==> config.mk <==
export PLATFORM = sky130hd
export DESIGN_NAME = cml_console_ctrl
export DESIGN_NICKNAME = d
export VERILOG_FILES = /design/src/cml_pkg.sv /design/src/cml_hp_map.sv /design/src/cml_console_ctrl.sv
export SDC_FILE = /design/constraint.sdc
export NUM_CORES = 1
export LEC_CHECK = 0
export ABC_AREA = 0
export BUFFER_PORTS_ARGS = -buffer_cell sky130_fd_sc_hd__buf_2
export CORE_MARGIN = 2
export CORE_UTILIZATION = 50
export DETAILED_ROUTE_END_ITERATION = 8
export PLACE_DENSITY = 0.72
export SETUP_SLACK_MARGIN = 0.2
export SLEW_MARGIN = 20
export SYNTH_ARGS = -nofsm -noshare
export SYNTH_HDL_FRONTEND = slang
export SYNTH_SLANG_ARGS = --single-unit
export TNS_END_PERCENT = 100
==> constraint.sdc <==
create_clock -name clk -period 3.6 [get_ports clk]
set_input_delay 0.36 -clock clk [delete_from_list [all_inputs] [get_ports clk]]
set_output_delay 0.36 -clock clk [all_outputs]
set_load 0.1 [all_outputs]
==> src/cml_pkg.sv <==
// Purpose: Constants and types shared by the console mode control logic.
// Assumes: One 100 MHz clock, APB register access, 8-bit pot codes.
// Notes: Switch fields live in the control register.
// What this block does
// RL1: Reversed sides with level/level lets the left pot set the right gain.
// RL2: Normal sides with level/balance favours left as balance goes CCW.
// RL3: Reversed sides with level/balance favours right as balance goes CCW.
// RL4: The floor option clamps each gain at 40 dB below maximum, never mute.
// RL5: Full mute with level/level mutes a channel whose pot is fully CCW.
// RL6: Full mute with level/balance mutes both when the level pot is at CCW.
// RL7: Full mute with level/balance mutes the channel the balance end kills.
// RL8: The source switch routes preamp or compressor to the main output.
// RL9: In on-air mode the main output is muted while any talkback is active.
// RL10: In on-air mode the main output indicators follow the effective main output state.
// RL11: In production mode talkback never mutes the main output.
// RL12: After power-up the four indicators light in turn before running.
// RL13: Switch changes take effect at once, with no reset needed.
// RL14: With level/balance the left pot sets level, the right pot balance.
// RL15: Normal sides with level/level lets each pot set its own channel.
// RL16: Pot codes are digital; lowest and highest codes are the ends.
package cml_pkg;
   localparam int          APB_AW        = 12;
   localparam logic [11:0] ADDR_CTRL     = 12'h000;
   localparam logic [11:0] ADDR_STATUS   = 12'h004;
   localparam logic [11:0] ADDR_GAIN     = 12'h008;
   localparam int          CTRL_MAP_BIT  = 0;
   localparam int          CTRL_REV_BIT  = 1;
   localparam int          CTRL_MIN_BIT  = 2;
   localparam int          CTRL_SRC_BIT  = 3;
   localparam int          CTRL_SYS_BIT  = 4;
   localparam int          CTRL_W        = 5;
   localparam logic [4:0]  CTRL_RESET    = 5'h00;
   localparam int          ST_MUTE_L     = 0;
   localparam int          ST_MUTE_R     = 1;
   localparam int          ST_MAIN_ACT   = 2;
   localparam int          ST_BOOT_DONE  = 3;
   localparam int          ST_LED_LSB    = 4;
   localparam int          GAIN_L_LSB    = 0;
   localparam int          GAIN_R_LSB    = 8;
   localparam logic [7:0]  POT_MIN       = 8'h00;
   localparam logic [7:0]  POT_MAX       = 8'hff;
   localparam logic [7:0]  BAL_MID       = 8'h80;
   localparam logic [8:0]  BAL_UNITY     = 9'h100;
   localparam int          SCALE_SHIFT   = 8;
   localparam int          MIN_LEVEL_DB  = 40;
   localparam int          FLOOR_RATIO   = 100;
   localparam logic [7:0]  GAIN_FLOOR    =
      8'((255 + FLOOR_RATIO - 1) / FLOOR_RATIO);
   localparam int          LED_RED       = 0;
   localparam int          LED_GREEN     = 1;
   localparam int          LED_TB1       = 2;
   localparam int          LED_TB2       = 3;
   localparam int          LED_N         = 4;
   localparam logic [3:0]  LED_FIRST     = 4'h1;
   localparam int          BOOT_STEP_MS  = 250;
   localparam int          CLK_KHZ       = 100000;
   localparam int          BOOT_STEP_DFLT = BOOT_STEP_MS * CLK_KHZ;
   typedef enum logic [2:0] {
      BOOT_LED0,
      BOOT_LED1,
      BOOT_LED2,
      BOOT_LED3,
      BOOT_RUN
   } cml_boot_t;
endpackage : cml_pkg

==> src/cml_hp_map.sv <==
// Purpose: Maps the two headphone pots onto left and right gain and mute.
// Assumes: Pot codes are synchronous; gain 8'hff is maximum.
// Notes: Outputs are registered one cycle after the inputs.
`timescale 1ns/1ns
module cml_hp_map
   import cml_pkg::*;
(
   input  wire logic       clk,
   input  wire logic       reset,
   input  wire logic       map_balance,
   input  wire logic       side_reverse,
   input  wire logic       full_mute,
   input  wire logic [7:0] pot_left,
   input  wire logic [7:0] pot_right,
   output logic      [7:0] hp_left_gain,
   output logic      [7:0] hp_right_gain,
   output logic            hp_left_mute,
   output logic            hp_right_mute
);
   logic [7:0] gl_nxt;
   logic [7:0] gr_nxt;
   logic       ml_nxt;
   logic       mr_nxt;
   logic [7:0] ga;
   logic [7:0] gb;
   logic       ma;
   logic       mb;

   // Unity up to mid travel, then a linear fade to zero at the far end.
   function automatic logic [8:0] bal_scale(input logic [7:0] x);
      if (x <= BAL_MID) begin
         return BAL_UNITY;
      end
      return {POT_MAX - x, 1'b0};
   endfunction : bal_scale

   function automatic logic [7:0] apply(input logic [7:0] lvl,
                                        input logic [8:0] s);
      logic [16:0] p;
      p = lvl * s;
      return p[SCALE_SHIFT +: 8];
   endfunction : apply

   function automatic logic [7:0] clamp(input logic [7:0] g,
                                        input logic       on);
      return (on && g < GAIN_FLOOR) ? GAIN_FLOOR : g;
   endfunction : clamp

   always_comb begin
      ga = apply(pot_left, bal_scale(pot_right)); // RL14
      gb = apply(pot_left, bal_scale(~pot_right));
      ma = (pot_left == POT_MIN) || (pot_right == POT_MAX); // RL6 RL7 RL16
      mb = (pot_left == POT_MIN) || (pot_right == POT_MIN); // RL6 RL7 RL16
      if (map_balance) begin
         if (side_reverse) begin
            gl_nxt = gb; // RL3
            gr_nxt = ga;
            ml_nxt = mb;
            mr_nxt = ma;
         end else begin
            gl_nxt = ga; // RL2
            gr_nxt = gb;
            ml_nxt = ma;
            mr_nxt = mb;
         end
      end else begin
         gl_nxt = side_reverse ? pot_right : pot_left; // RL1 RL15
         gr_nxt = side_reverse ? pot_left : pot_right; // RL1 RL15
         ml_nxt = gl_nxt == POT_MIN; // RL5
         mr_nxt = gr_nxt == POT_MIN; // RL5
      end
      gl_nxt = clamp(gl_nxt, !full_mute); // RL4
      gr_nxt = clamp(gr_nxt, !full_mute); // RL4
      ml_nxt = ml_nxt && full_mute; // RL4
      mr_nxt = mr_nxt && full_mute;
   end

   always_ff @(posedge clk or posedge reset) begin
      if (reset) begin
         hp_left_gain  <= GAIN_FLOOR;
         hp_right_gain <= GAIN_FLOOR;
         hp_left_mute  <= 1'b0;
         hp_right_mute <= 1'b0;
      end else begin
         hp_left_gain  <= gl_nxt;
         hp_right_gain <= gr_nxt;
         hp_left_mute  <= ml_nxt;
         hp_right_mute <= mr_nxt;
      end
   end
endmodule : cml_hp_map

==> src/cml_console_ctrl.sv <==
// Purpose: Console mode control with APB switch register and boot show.
// Assumes: Button logic upstream gives main_request; talkback levels given.
// Notes: pready is always high, so each APB access lasts one cycle.
`timescale 1ns/1ns
module cml_console_ctrl
   import cml_pkg::*;
#(
   parameter int BOOT_STEP_CYC = BOOT_STEP_DFLT
)
(
   input  wire logic              clk,
   input  wire logic              reset,
   input  wire logic              psel,
   input  wire logic              penable,
   input  wire logic              pwrite,
   input  wire logic [APB_AW-1:0] paddr,
   input  wire logic [31:0]       pwdata,
   input  wire logic [3:0]        pstrb,
   output logic      [31:0]       prdata,
   output logic                   pready,
   output logic                   pslverr,
   input  wire logic [7:0]        pot_left_code,
   input  wire logic [7:0]        pot_right_code,
   input  wire logic              main_request,
   input  wire logic              tb1_active,
   input  wire logic              tb2_active,
   output logic      [7:0]        hp_left_gain,
   output logic      [7:0]        hp_right_gain,
   output logic                   hp_left_mute,
   output logic                   hp_right_mute,
   output logic                   main_source_sel,
   output logic                   main_mute,
   output logic                   led_main_red,
   output logic                   led_main_green,
   output logic                   led_tb1,
   output logic                   led_tb2
);
   logic [CTRL_W-1:0] ctrl_r;
   logic [CTRL_W-1:0] ctrl_nxt;
   logic [31:0]       prdata_r;
   logic [31:0]       prdata_nxt;
   logic              apb_setup;
   logic              apb_access;
   logic              apb_wr_ctrl;
   logic              hp_map_select_switch;
   logic              hp_side_reverse_switch;
   logic              hp_min_level_switch;
   logic              main_source_switch;
   logic              system_mode_switch;
   cml_boot_t         boot_r;
   cml_boot_t         boot_nxt;
   logic [31:0]       step_cnt_r;
   logic [31:0]       step_cnt_nxt;
   logic              step_en;
   logic              boot_done;
   logic              talk_any;
   logic              main_act_nxt;
   logic              main_mute_r;
   logic              main_mute_nxt;
   logic              src_sel_r;
   logic              src_sel_nxt;
   logic [LED_N-1:0]  led_r;
   logic [LED_N-1:0]  led_nxt;

   function automatic logic addr_hit(input logic [APB_AW-1:0] a);
      return a == ADDR_CTRL || a == ADDR_STATUS || a == ADDR_GAIN;
   endfunction : addr_hit

   function automatic logic [LED_N-1:0] boot_leds(input cml_boot_t s);
      case (s)
         BOOT_LED0: return LED_FIRST;
         BOOT_LED1: return LED_FIRST << 1;
         BOOT_LED2: return LED_FIRST << 2;
         BOOT_LED3: return LED_FIRST << 3;
         default:   return '0;
      endcase
   endfunction : boot_leds

   assign hp_map_select_switch   = ctrl_r[CTRL_MAP_BIT];
   assign hp_side_reverse_switch = ctrl_r[CTRL_REV_BIT];
   assign hp_min_level_switch    = ctrl_r[CTRL_MIN_BIT];
   assign main_source_switch     = ctrl_r[CTRL_SRC_BIT];
   assign system_mode_switch     = ctrl_r[CTRL_SYS_BIT];

   assign apb_setup   = psel && !penable;
   assign apb_access  = psel && penable;
   assign apb_wr_ctrl = apb_access && pwrite && paddr == ADDR_CTRL
                        && pstrb[0];
   // No wait states: reads are captured in the setup cycle.
   assign pready  = 1'b1;
   assign pslverr = apb_access && !addr_hit(paddr);
   assign prdata  = prdata_r;

   // Register file and read capture.
   always_comb begin
      ctrl_nxt   = ctrl_r;
      prdata_nxt = prdata_r;
      if (apb_wr_ctrl) begin
         ctrl_nxt = pwdata[CTRL_W-1:0]; // RL13
      end
      if (apb_setup) begin
         prdata_nxt = '0;
         case (paddr)
            ADDR_CTRL: begin
               prdata_nxt[CTRL_W-1:0] = ctrl_r;
            end
            ADDR_STATUS: begin
               prdata_nxt[ST_MUTE_L]    = hp_left_mute;
               prdata_nxt[ST_MUTE_R]    = hp_right_mute;
               prdata_nxt[ST_MAIN_ACT]  = !main_mute_r;
               prdata_nxt[ST_BOOT_DONE] = boot_done;
               prdata_nxt[ST_LED_LSB +: LED_N] = led_r;
            end
            ADDR_GAIN: begin
               prdata_nxt[GAIN_L_LSB +: 8] = hp_left_gain;
               prdata_nxt[GAIN_R_LSB +: 8] = hp_right_gain;
            end
            default: begin
               prdata_nxt = '0;
            end
         endcase
      end
   end

   always_ff @(posedge clk or posedge reset) begin
      if (reset) begin
         ctrl_r   <= CTRL_RESET;
         prdata_r <= '0;
      end else begin
         ctrl_r   <= ctrl_nxt;
         prdata_r <= prdata_nxt;
      end
   end

   // Boot show: a step divider gives one enable pulse per indicator.
   assign step_en   = step_cnt_r == 32'(BOOT_STEP_CYC - 1);
   assign boot_done = boot_r == BOOT_RUN;

   always_comb begin
      step_cnt_nxt = step_cnt_r;
      boot_nxt     = boot_r;
      if (!boot_done) begin
         step_cnt_nxt = step_en ? '0 : step_cnt_r + 32'h1;
      end
      if (step_en) begin
         case (boot_r)
            BOOT_LED0: boot_nxt = BOOT_LED1; // RL12
            BOOT_LED1: boot_nxt = BOOT_LED2; // RL12
            BOOT_LED2: boot_nxt = BOOT_LED3; // RL12
            BOOT_LED3: boot_nxt = BOOT_RUN; // RL12
            default:   boot_nxt = BOOT_RUN;
         endcase
      end
   end

   always_ff @(posedge clk or posedge reset) begin
      if (reset) begin
         step_cnt_r <= '0;
         boot_r     <= BOOT_LED0;
      end else begin
         step_cnt_r <= step_cnt_nxt;
         boot_r     <= boot_nxt;
      end
   end

   // Main output. It stays muted during the boot show so that nothing
   // reaches air before the panel has finished starting.
   assign talk_any = tb1_active || tb2_active;

   always_comb begin
      main_act_nxt = boot_done && main_request
                     && (system_mode_switch || !talk_any); // RL9 RL11
      main_mute_nxt = !main_act_nxt;
      src_sel_nxt   = main_source_switch; // RL8 RL13
      led_nxt       = boot_leds(boot_r); // RL12
      if (boot_done) begin
         led_nxt[LED_GREEN] = main_act_nxt; // RL10
         led_nxt[LED_RED]   = !system_mode_switch && !main_act_nxt; // RL10
         led_nxt[LED_TB1]   = tb1_active;
         led_nxt[LED_TB2]   = tb2_active;
      end
   end

   always_ff @(posedge clk or posedge reset) begin
      if (reset) begin
         main_mute_r <= 1'b1;
         src_sel_r   <= 1'b0;
         led_r       <= '0;
      end else begin
         main_mute_r <= main_mute_nxt;
         src_sel_r   <= src_sel_nxt;
         led_r       <= led_nxt;
      end
   end

   assign main_mute       = main_mute_r;
   assign main_source_sel = src_sel_r;
   assign led_main_red    = led_r[LED_RED];
   assign led_main_green  = led_r[LED_GREEN];
   assign led_tb1         = led_r[LED_TB1];
   assign led_tb2         = led_r[LED_TB2];

   cml_hp_map u_hp_map (
      .clk           (clk),
      .reset         (reset),
      .map_balance   (hp_map_select_switch),
      .side_reverse  (hp_side_reverse_switch),
      .full_mute     (hp_min_level_switch),
      .pot_left      (pot_left_code),
      .pot_right     (pot_right_code),
      .hp_left_gain  (hp_left_gain),
      .hp_right_gain (hp_right_gain),
      .hp_left_mute  (hp_left_mute),
      .hp_right_mute (hp_right_mute)
   );
endmodule : cml_console_ctrl

Word-level counts from Yosys, hierarchy flattened
Cells that the tools add are included.

cells by class
  $add $sub $neg = 3
  eq/ne operators = 8
  muxes and demuxes = 25
  magnitude comparators = 4
  multipliers = 2
  bitwise operators = 1
  reduce and logical (&&, ||, !) cells = 32

operators by type and width
  operator               number
  $mux 8                 9
  $mux 9                 4
  $add 32x1->32 const B  1
  $eq 32x25->1 const B   1
  $logic_not 8->1        4
  $mul 8x9->16           2
  $mux 32                1
  $le 8x8->1 const B     2
  $lt 8x2->1 const B     2
  $pmux 4 s4             1
  $sub 8x8->8 const A    2
  $pmux 5 s3             1
  $logic_and 1x1->1      13
  $eq 12x3->1 const B    1
  $eq 12x4->1 const B    1
  $logic_not 12->1       1
  $pmux 3 s3             1
  $eq 8x8->1 const B     1
  $not 8->8              1
  $logic_not 1->1        7
  $eq 3x2->1 const B     2
  $logic_or 1x1->1       6
  $mux 1                 6
  $pmux 3 s2             1
  other kinds (4)        4

word-level totals
  input bits = 72
  register bits after elaboration = 80

Logic depth before layout (Yosys ltp)
  word-level depth = 10
  depth in mapped cells = 23
  gate-level depth less buffers = 21

Hierarchy
Synthesis repeated with hierarchy kept, for this count alone.

second synthesis, totals
  cells, all modules = 941
  area total of the unflattened synthesis = 8461.9 µm²

by module, submodules not included
  module            cells an instance  area an instance (µm²)  instances
  cml_hp_map        641                5365.1                  1
  cml_console_ctrl  300                3096.7                  1

Least setup slack after synthesis
OpenSTA, ideal clock, no wires.

  path kind = input port to flip-flop
  from = in pot_right_code[2]
  to = reg u_hp_map.hp_right_gain[1]
  arrival = 5.770 ns
  path slack = -2.243 ns
  data required time = 3.527 ns
  cell stages on the path = 20
  path through = nor4_2 a21bo_1 buf_6 buf_2 nor2_1 and2_1 fa_1 fa_1 fa_1 inv_1 fa_1 inv_1 ha_1 a221oi_1 o211ai_4 mux2i_1 a311o_1 a2111oi_2 or4b_1 o21bai_1

between the ends
  word-level cells in the longest chain between the ends = 10
  elaborated cells between the ends (all ways) = 17

ends and longest elaborated chain
  what                    line                    RTL
  start, declared         cml_console_ctrl.sv:23  input wire logic [7:0] pot_right_code,
  $not 8->8               cml_hp_map.sv:51        gb = apply(pot_left, bal_scale(~pot_right));
  $le 8x8->1              cml_hp_map.sv:31        if (x <= BAL_MID) begin
  $mux 1                  cml_hp_map.sv:31
  $mux 9                  cml_hp_map.sv:34        return {POT_MAX - x, 1'b0};
  $mul 8x9->16            cml_hp_map.sv:40        p = lvl * s;
  $mux 8                  cml_hp_map.sv:55        if (side_reverse) begin
  $mux 8 (*)              cml_hp_map.sv:54        if (map_balance) begin
  $lt 8x2->1              cml_hp_map.sv:46        return (on && g < GAIN_FLOOR) ? GAIN_FLOOR : g;
  $logic_and 1x1->1       cml_hp_map.sv:46
  $mux 8 (*)              cml_hp_map.sv:46
  via u_hp_map.gr_nxt[1]  cml_hp_map.sv:21        logic [7:0] gr_nxt;
  end signal, assigned    cml_hp_map.sv:86        hp_right_gain <= gr_nxt;
  end, declared           cml_hp_map.sv:16        output logic [7:0] hp_right_gain,

The timed path passes the listed nets; every way through them passes the cells marked *.
A chain may end at the register's enable or synchronous reset.

Worst setup path in the final report
  from = in pot_right_code[6]
  to = reg u_hp_map.hp_right_gain[1]

Same word-level chain as after synthesis.

==> flow_summary_export.csv <==
group,metric,value,unit
outcome,status,"finished with violations",
outcome,violations,"negative setup slack",
power_and_ir_drop,ir_worst_vdd,0.000722,V
route,drt-total-wl,21900,microns
cts,clock-sinks,80,
cts,numCtsBuffers,9,
setup_path,slowest_delay,0.53,ns
cts,cts_root_buf,"clkbuf_16",
synth,synth_top_family_by_area,"adder cells",
synth,yosys.area_share.xor_xnor,0.0449,
synth,synth.mux.area_fraction,0.0227,
final_layout,nets,1340,
floorplan,die_area,17800,sq um
timing,worst-slew-pin-transition,0.948,ns
global_routing,grt_pass1_vias,7393,
cts,clk_pin_slew_worst_paths,0.06,ns
route,ant_nets,0,
timing,setup_violations,16,
timing,max_slew_margin,0.368,
place,gp_congestion,0.907,
cts,cts_tree,"built",
place,postPlaceCellArea,9940,sq um
power_and_ir_drop,power_frac_comb,0.588,
route,first_pass_iters,5,
setup_path,cp_top_family,"adder cells",
timing,worst_slack,-1.86,ns
setup_path,worst_ep_required_time,3.85,ns
route,viasPerCell,5.48,
global_routing,overflow,0,
route,drc_errors,0,
route,wl_per_cell,16.1,microns
floorplan,chipWidth,134,microns
timing,final.setup_skew,0.00665,ns
cts,insertion_delay,0.33,ns
setup_path,slowest_stage,"fa_1",
route,vias,7461,
setup_path,path_class,"in -> reg",
cts,clock_path_buffers,2,
global_routing,grt_usage,0.246,
place,portBuffers,82,
setup_path,crit_path_start_kind,"input port",
synth,synth_edf_count,0,
synth,syn_inst,957,
final_layout,diodes,0,
synth,ys_ff_latch,80,
final_layout,num-fill-cells,1304,
synth,synthArstFlopShare,1.00,
power_and_ir_drop,p_switching,0.00220,W
floorplan,row_count,47,
setup_path,crit_start,"pot_right_code[6]",
setup_path,reg2reg_slack,0.89,ns
final_layout,drive_gt1_frac,0.312,
timing,timing.final.crit_period,5.46,ns
timing,rsz0062_at_grt,"yes",
final_layout,mostFrequentLayoutCell,"buf_4",
timing,timing.fmax,183,MHz
timing,hold_viol_final,0,
power_and_ir_drop,switching_share,0.444,
floorplan,initial_utilization,0.510,
floorplan,die_h,134,microns
power_and_ir_drop,intPower,0.00275,W
setup_path,worstPathMaxFanout,7,
flow_run,cap_viol_max_count,0,
timing,fin_tns_setup,-24.52,ns
floorplan,io_pins,130,
global_routing,antenna_found_initial,0,
setup_path,r2r_start,"ctrl_r[1]",
timing,fin_crit_sh,1.52,
power_and_ir_drop,p_clk_frac,0.199,
setup_path,cp.arrival,5.71,ns
setup_path,endpoint_kind,"register",
synth,ys_seq_area_frac,0.239,
global_routing,grt_pass1_wl,35800,microns
route,drt-initial-drc-count,408,
synth,synth_cell_types,76,
synth,yosysWarnings,0,
power_and_ir_drop,power_per_cell_area,456,nW/um^2
setup_path,crit_buf_inv,5,
synth,synth_compound_area_frac,0.116,
final_layout,synthToLayoutAreaGrowth,29.5,%
power_and_ir_drop,seqPwrFrac,0.213,
setup_path,path_cells,"buf_6, buf_6, nor4_4, a21bo_4, buf_6, nor2_4, and2_1, fa_1, fa_1, fa_1, inv_1, fa_1, inv_2, ha_4, and4_4, nand4_1, o211ai_2, xor2_2, a211o_1, a2111oi_4, or4b_4, o21bai_1",
synth,avgSynthCellArea,8.77,sq um
synth,synth_ff_type,"dfrtp_1",
final_layout,fin_area,10900,sq um
power_and_ir_drop,p_leak,5.39,nW
cts,htree_levels,3,
global_routing,grt_max_degree,61,
place,post-dp-hpwl,17100,microns
worst_hold_path,min_path_type,"in -> async",
setup_path,critPathMostFrequentCell,"fa_1",
synth,synthAdderAreaFrac,0.256,
floorplan,coreArea,16500,sq um
synth,synthSimpleGateAreaFrac,0.232,
timing,slew_viol_final,0,
final_layout,final_cell_mix,"123 x buf_4, 96 x inv_1, 84 x nand2_1, 80 x buf_2, 75 x dfrtp_1",
synth,synth_area,8390,sq um
-- path summary, 6_finish.rpt --
check,to,cells past startpoint
worst max register to register,u_hp_map.hp_right_gain[1],8
max in group asynchronous,step_cnt_r[23],3
worst min register to register,main_source_sel,0
worst min-delay path,ctrl_r[4],2
min in group clk,ctrl_r[0],3
worst max-delay path,u_hp_map.hp_right_gain[1],22
-- cell usage after synthesis, types with 8 or more instances --
| cell type | number | share of area |
|---|---|---|
| inv_1 | 108 | 0.048 |
| nand2_1 | 87 | 0.039 |
| dfrtp_1 | 75 | 0.22 |
| fa_1 | 68 | 0.16 |
| and2_1 | 63 | 0.047 |
| ha_1 | 63 | 0.094 |
| nor2_1 | 57 | 0.025 |
| and3_1 | 52 | 0.039 |
| o21ai_0 | 42 | 0.025 |
| clkbuf_1 | 35 | 0.016 |
| nand3_1 | 30 | 0.018 |
| xnor2_1 | 27 | 0.028 |
| a21oi_1 | 21 | 0.013 |
| nor3_1 | 18 | 0.011 |
| buf_4 | 17 | 0.015 |
| xor2_1 | 16 | 0.017 |
| nand4_1 | 12 | 0.0089 |
| mux2i_1 | 10 | 0.012 |
| nor4_1 | 10 | 0.0075 |
| a22oi_1 | 8 | 0.0072 |
| a31oi_1 | 8 | 0.0060 |
-- metrics by stage --
stage	total power [W]	worst slack, ns	utilization	std cells	hold WS, ns
after global placement	0.00361	-2.25	0.604	1322	0.374
after detailed placement	0.00364	-2.32	0.604	1322	0.379
final	0.00495	-1.86	0.660	1362	0.142
after floorplan	0.00290	-1.75	-	972	0.370
after CTS	0.00477	-1.81	0.642	1353	0.244
after global routing	0.00519	-2.01	0.660	1362	0.210
-- worst reg2reg max path, cell delays in order, from the launching register on --
cell	delay, ns
dfrtp_1	0.51
inv_1	0.30
nor2_1	0.24
nand2_1	0.15
mux2i_1	0.08
a311o_1	0.39
a2111oi_4	0.28
or4b_4	0.51
o21bai_1	0.16
-- what timing repair did --
item                                    in CTS  in global routing
hold buffers                                 0                  0
gates cloned                                 1                  1
buffers inserted                            14                  8
endpoints found under the hold margin        0                  0
resized for setup                           36                 42
pin swaps                                   28                 22
endpoints found under the setup margin      16                 16
-- cell families (layout without fill, tap and decap cells) --
logic type                 Yosys count  in the layout
DFF                                 80             80
and+or+nand+nor                    369            369
other                                2             17
buffers and inverters              173            343
adders and majority gates          131            131
muxes                               17             17
xor gates and xnor gates            43             43
AOI/OAI and AO/OA                  142            142
-- routing by layer --
metal,wire length (microns),track usage,vias up
met5,0,0,-
met2,10500,0.421,262
met4,394,0.0621,0
met3,1230,0.0274,30
li1,-,-,3553
met1,9860,0.336,3616
-- layout make-up --
cell class,count,area (sq um),share of cell area
clock buffers,10,239,0.0220
clock inverters,6,92.6,0.00852
inverters,109,412,0.0379
multi-input cells,719,6290,0.579
flip-flops and latches,80,2010,0.185
well taps,220,275,0.0253
repair buffers,218,1550,0.143
-- flip-flops by register name, indices dropped and copies added (netlist names) --
register	flops
boot_r	3
ctrl_r	5
led_r	4
main_mute	1
main_source_sel	1
prdata	16
step_cnt_r	32
u_hp_map.hp_left_gain	8
u_hp_map.hp_left_mute	1
u_hp_map.hp_right_gain	8
u_hp_map.hp_right_mute	1
-- power by group through the flow --
| stage | logic [W] | registers, W | clock network, W |
|---|---|---|---|
| after floorplan | 0.00128 | 0.00163 | 0 |
| after CTS | 0.00272 | 0.00105 | 0.00100 |
| after global routing | 0.00310 | 0.00106 | 0.00103 |
| after detailed placement | 0.00257 | 0.00107 | 0 |
| final | 0.00291 | 0.00105 | 0.000987 |
| after global placement | 0.00254 | 0.00107 | 0 |
(Power assumes the default switching activity.)
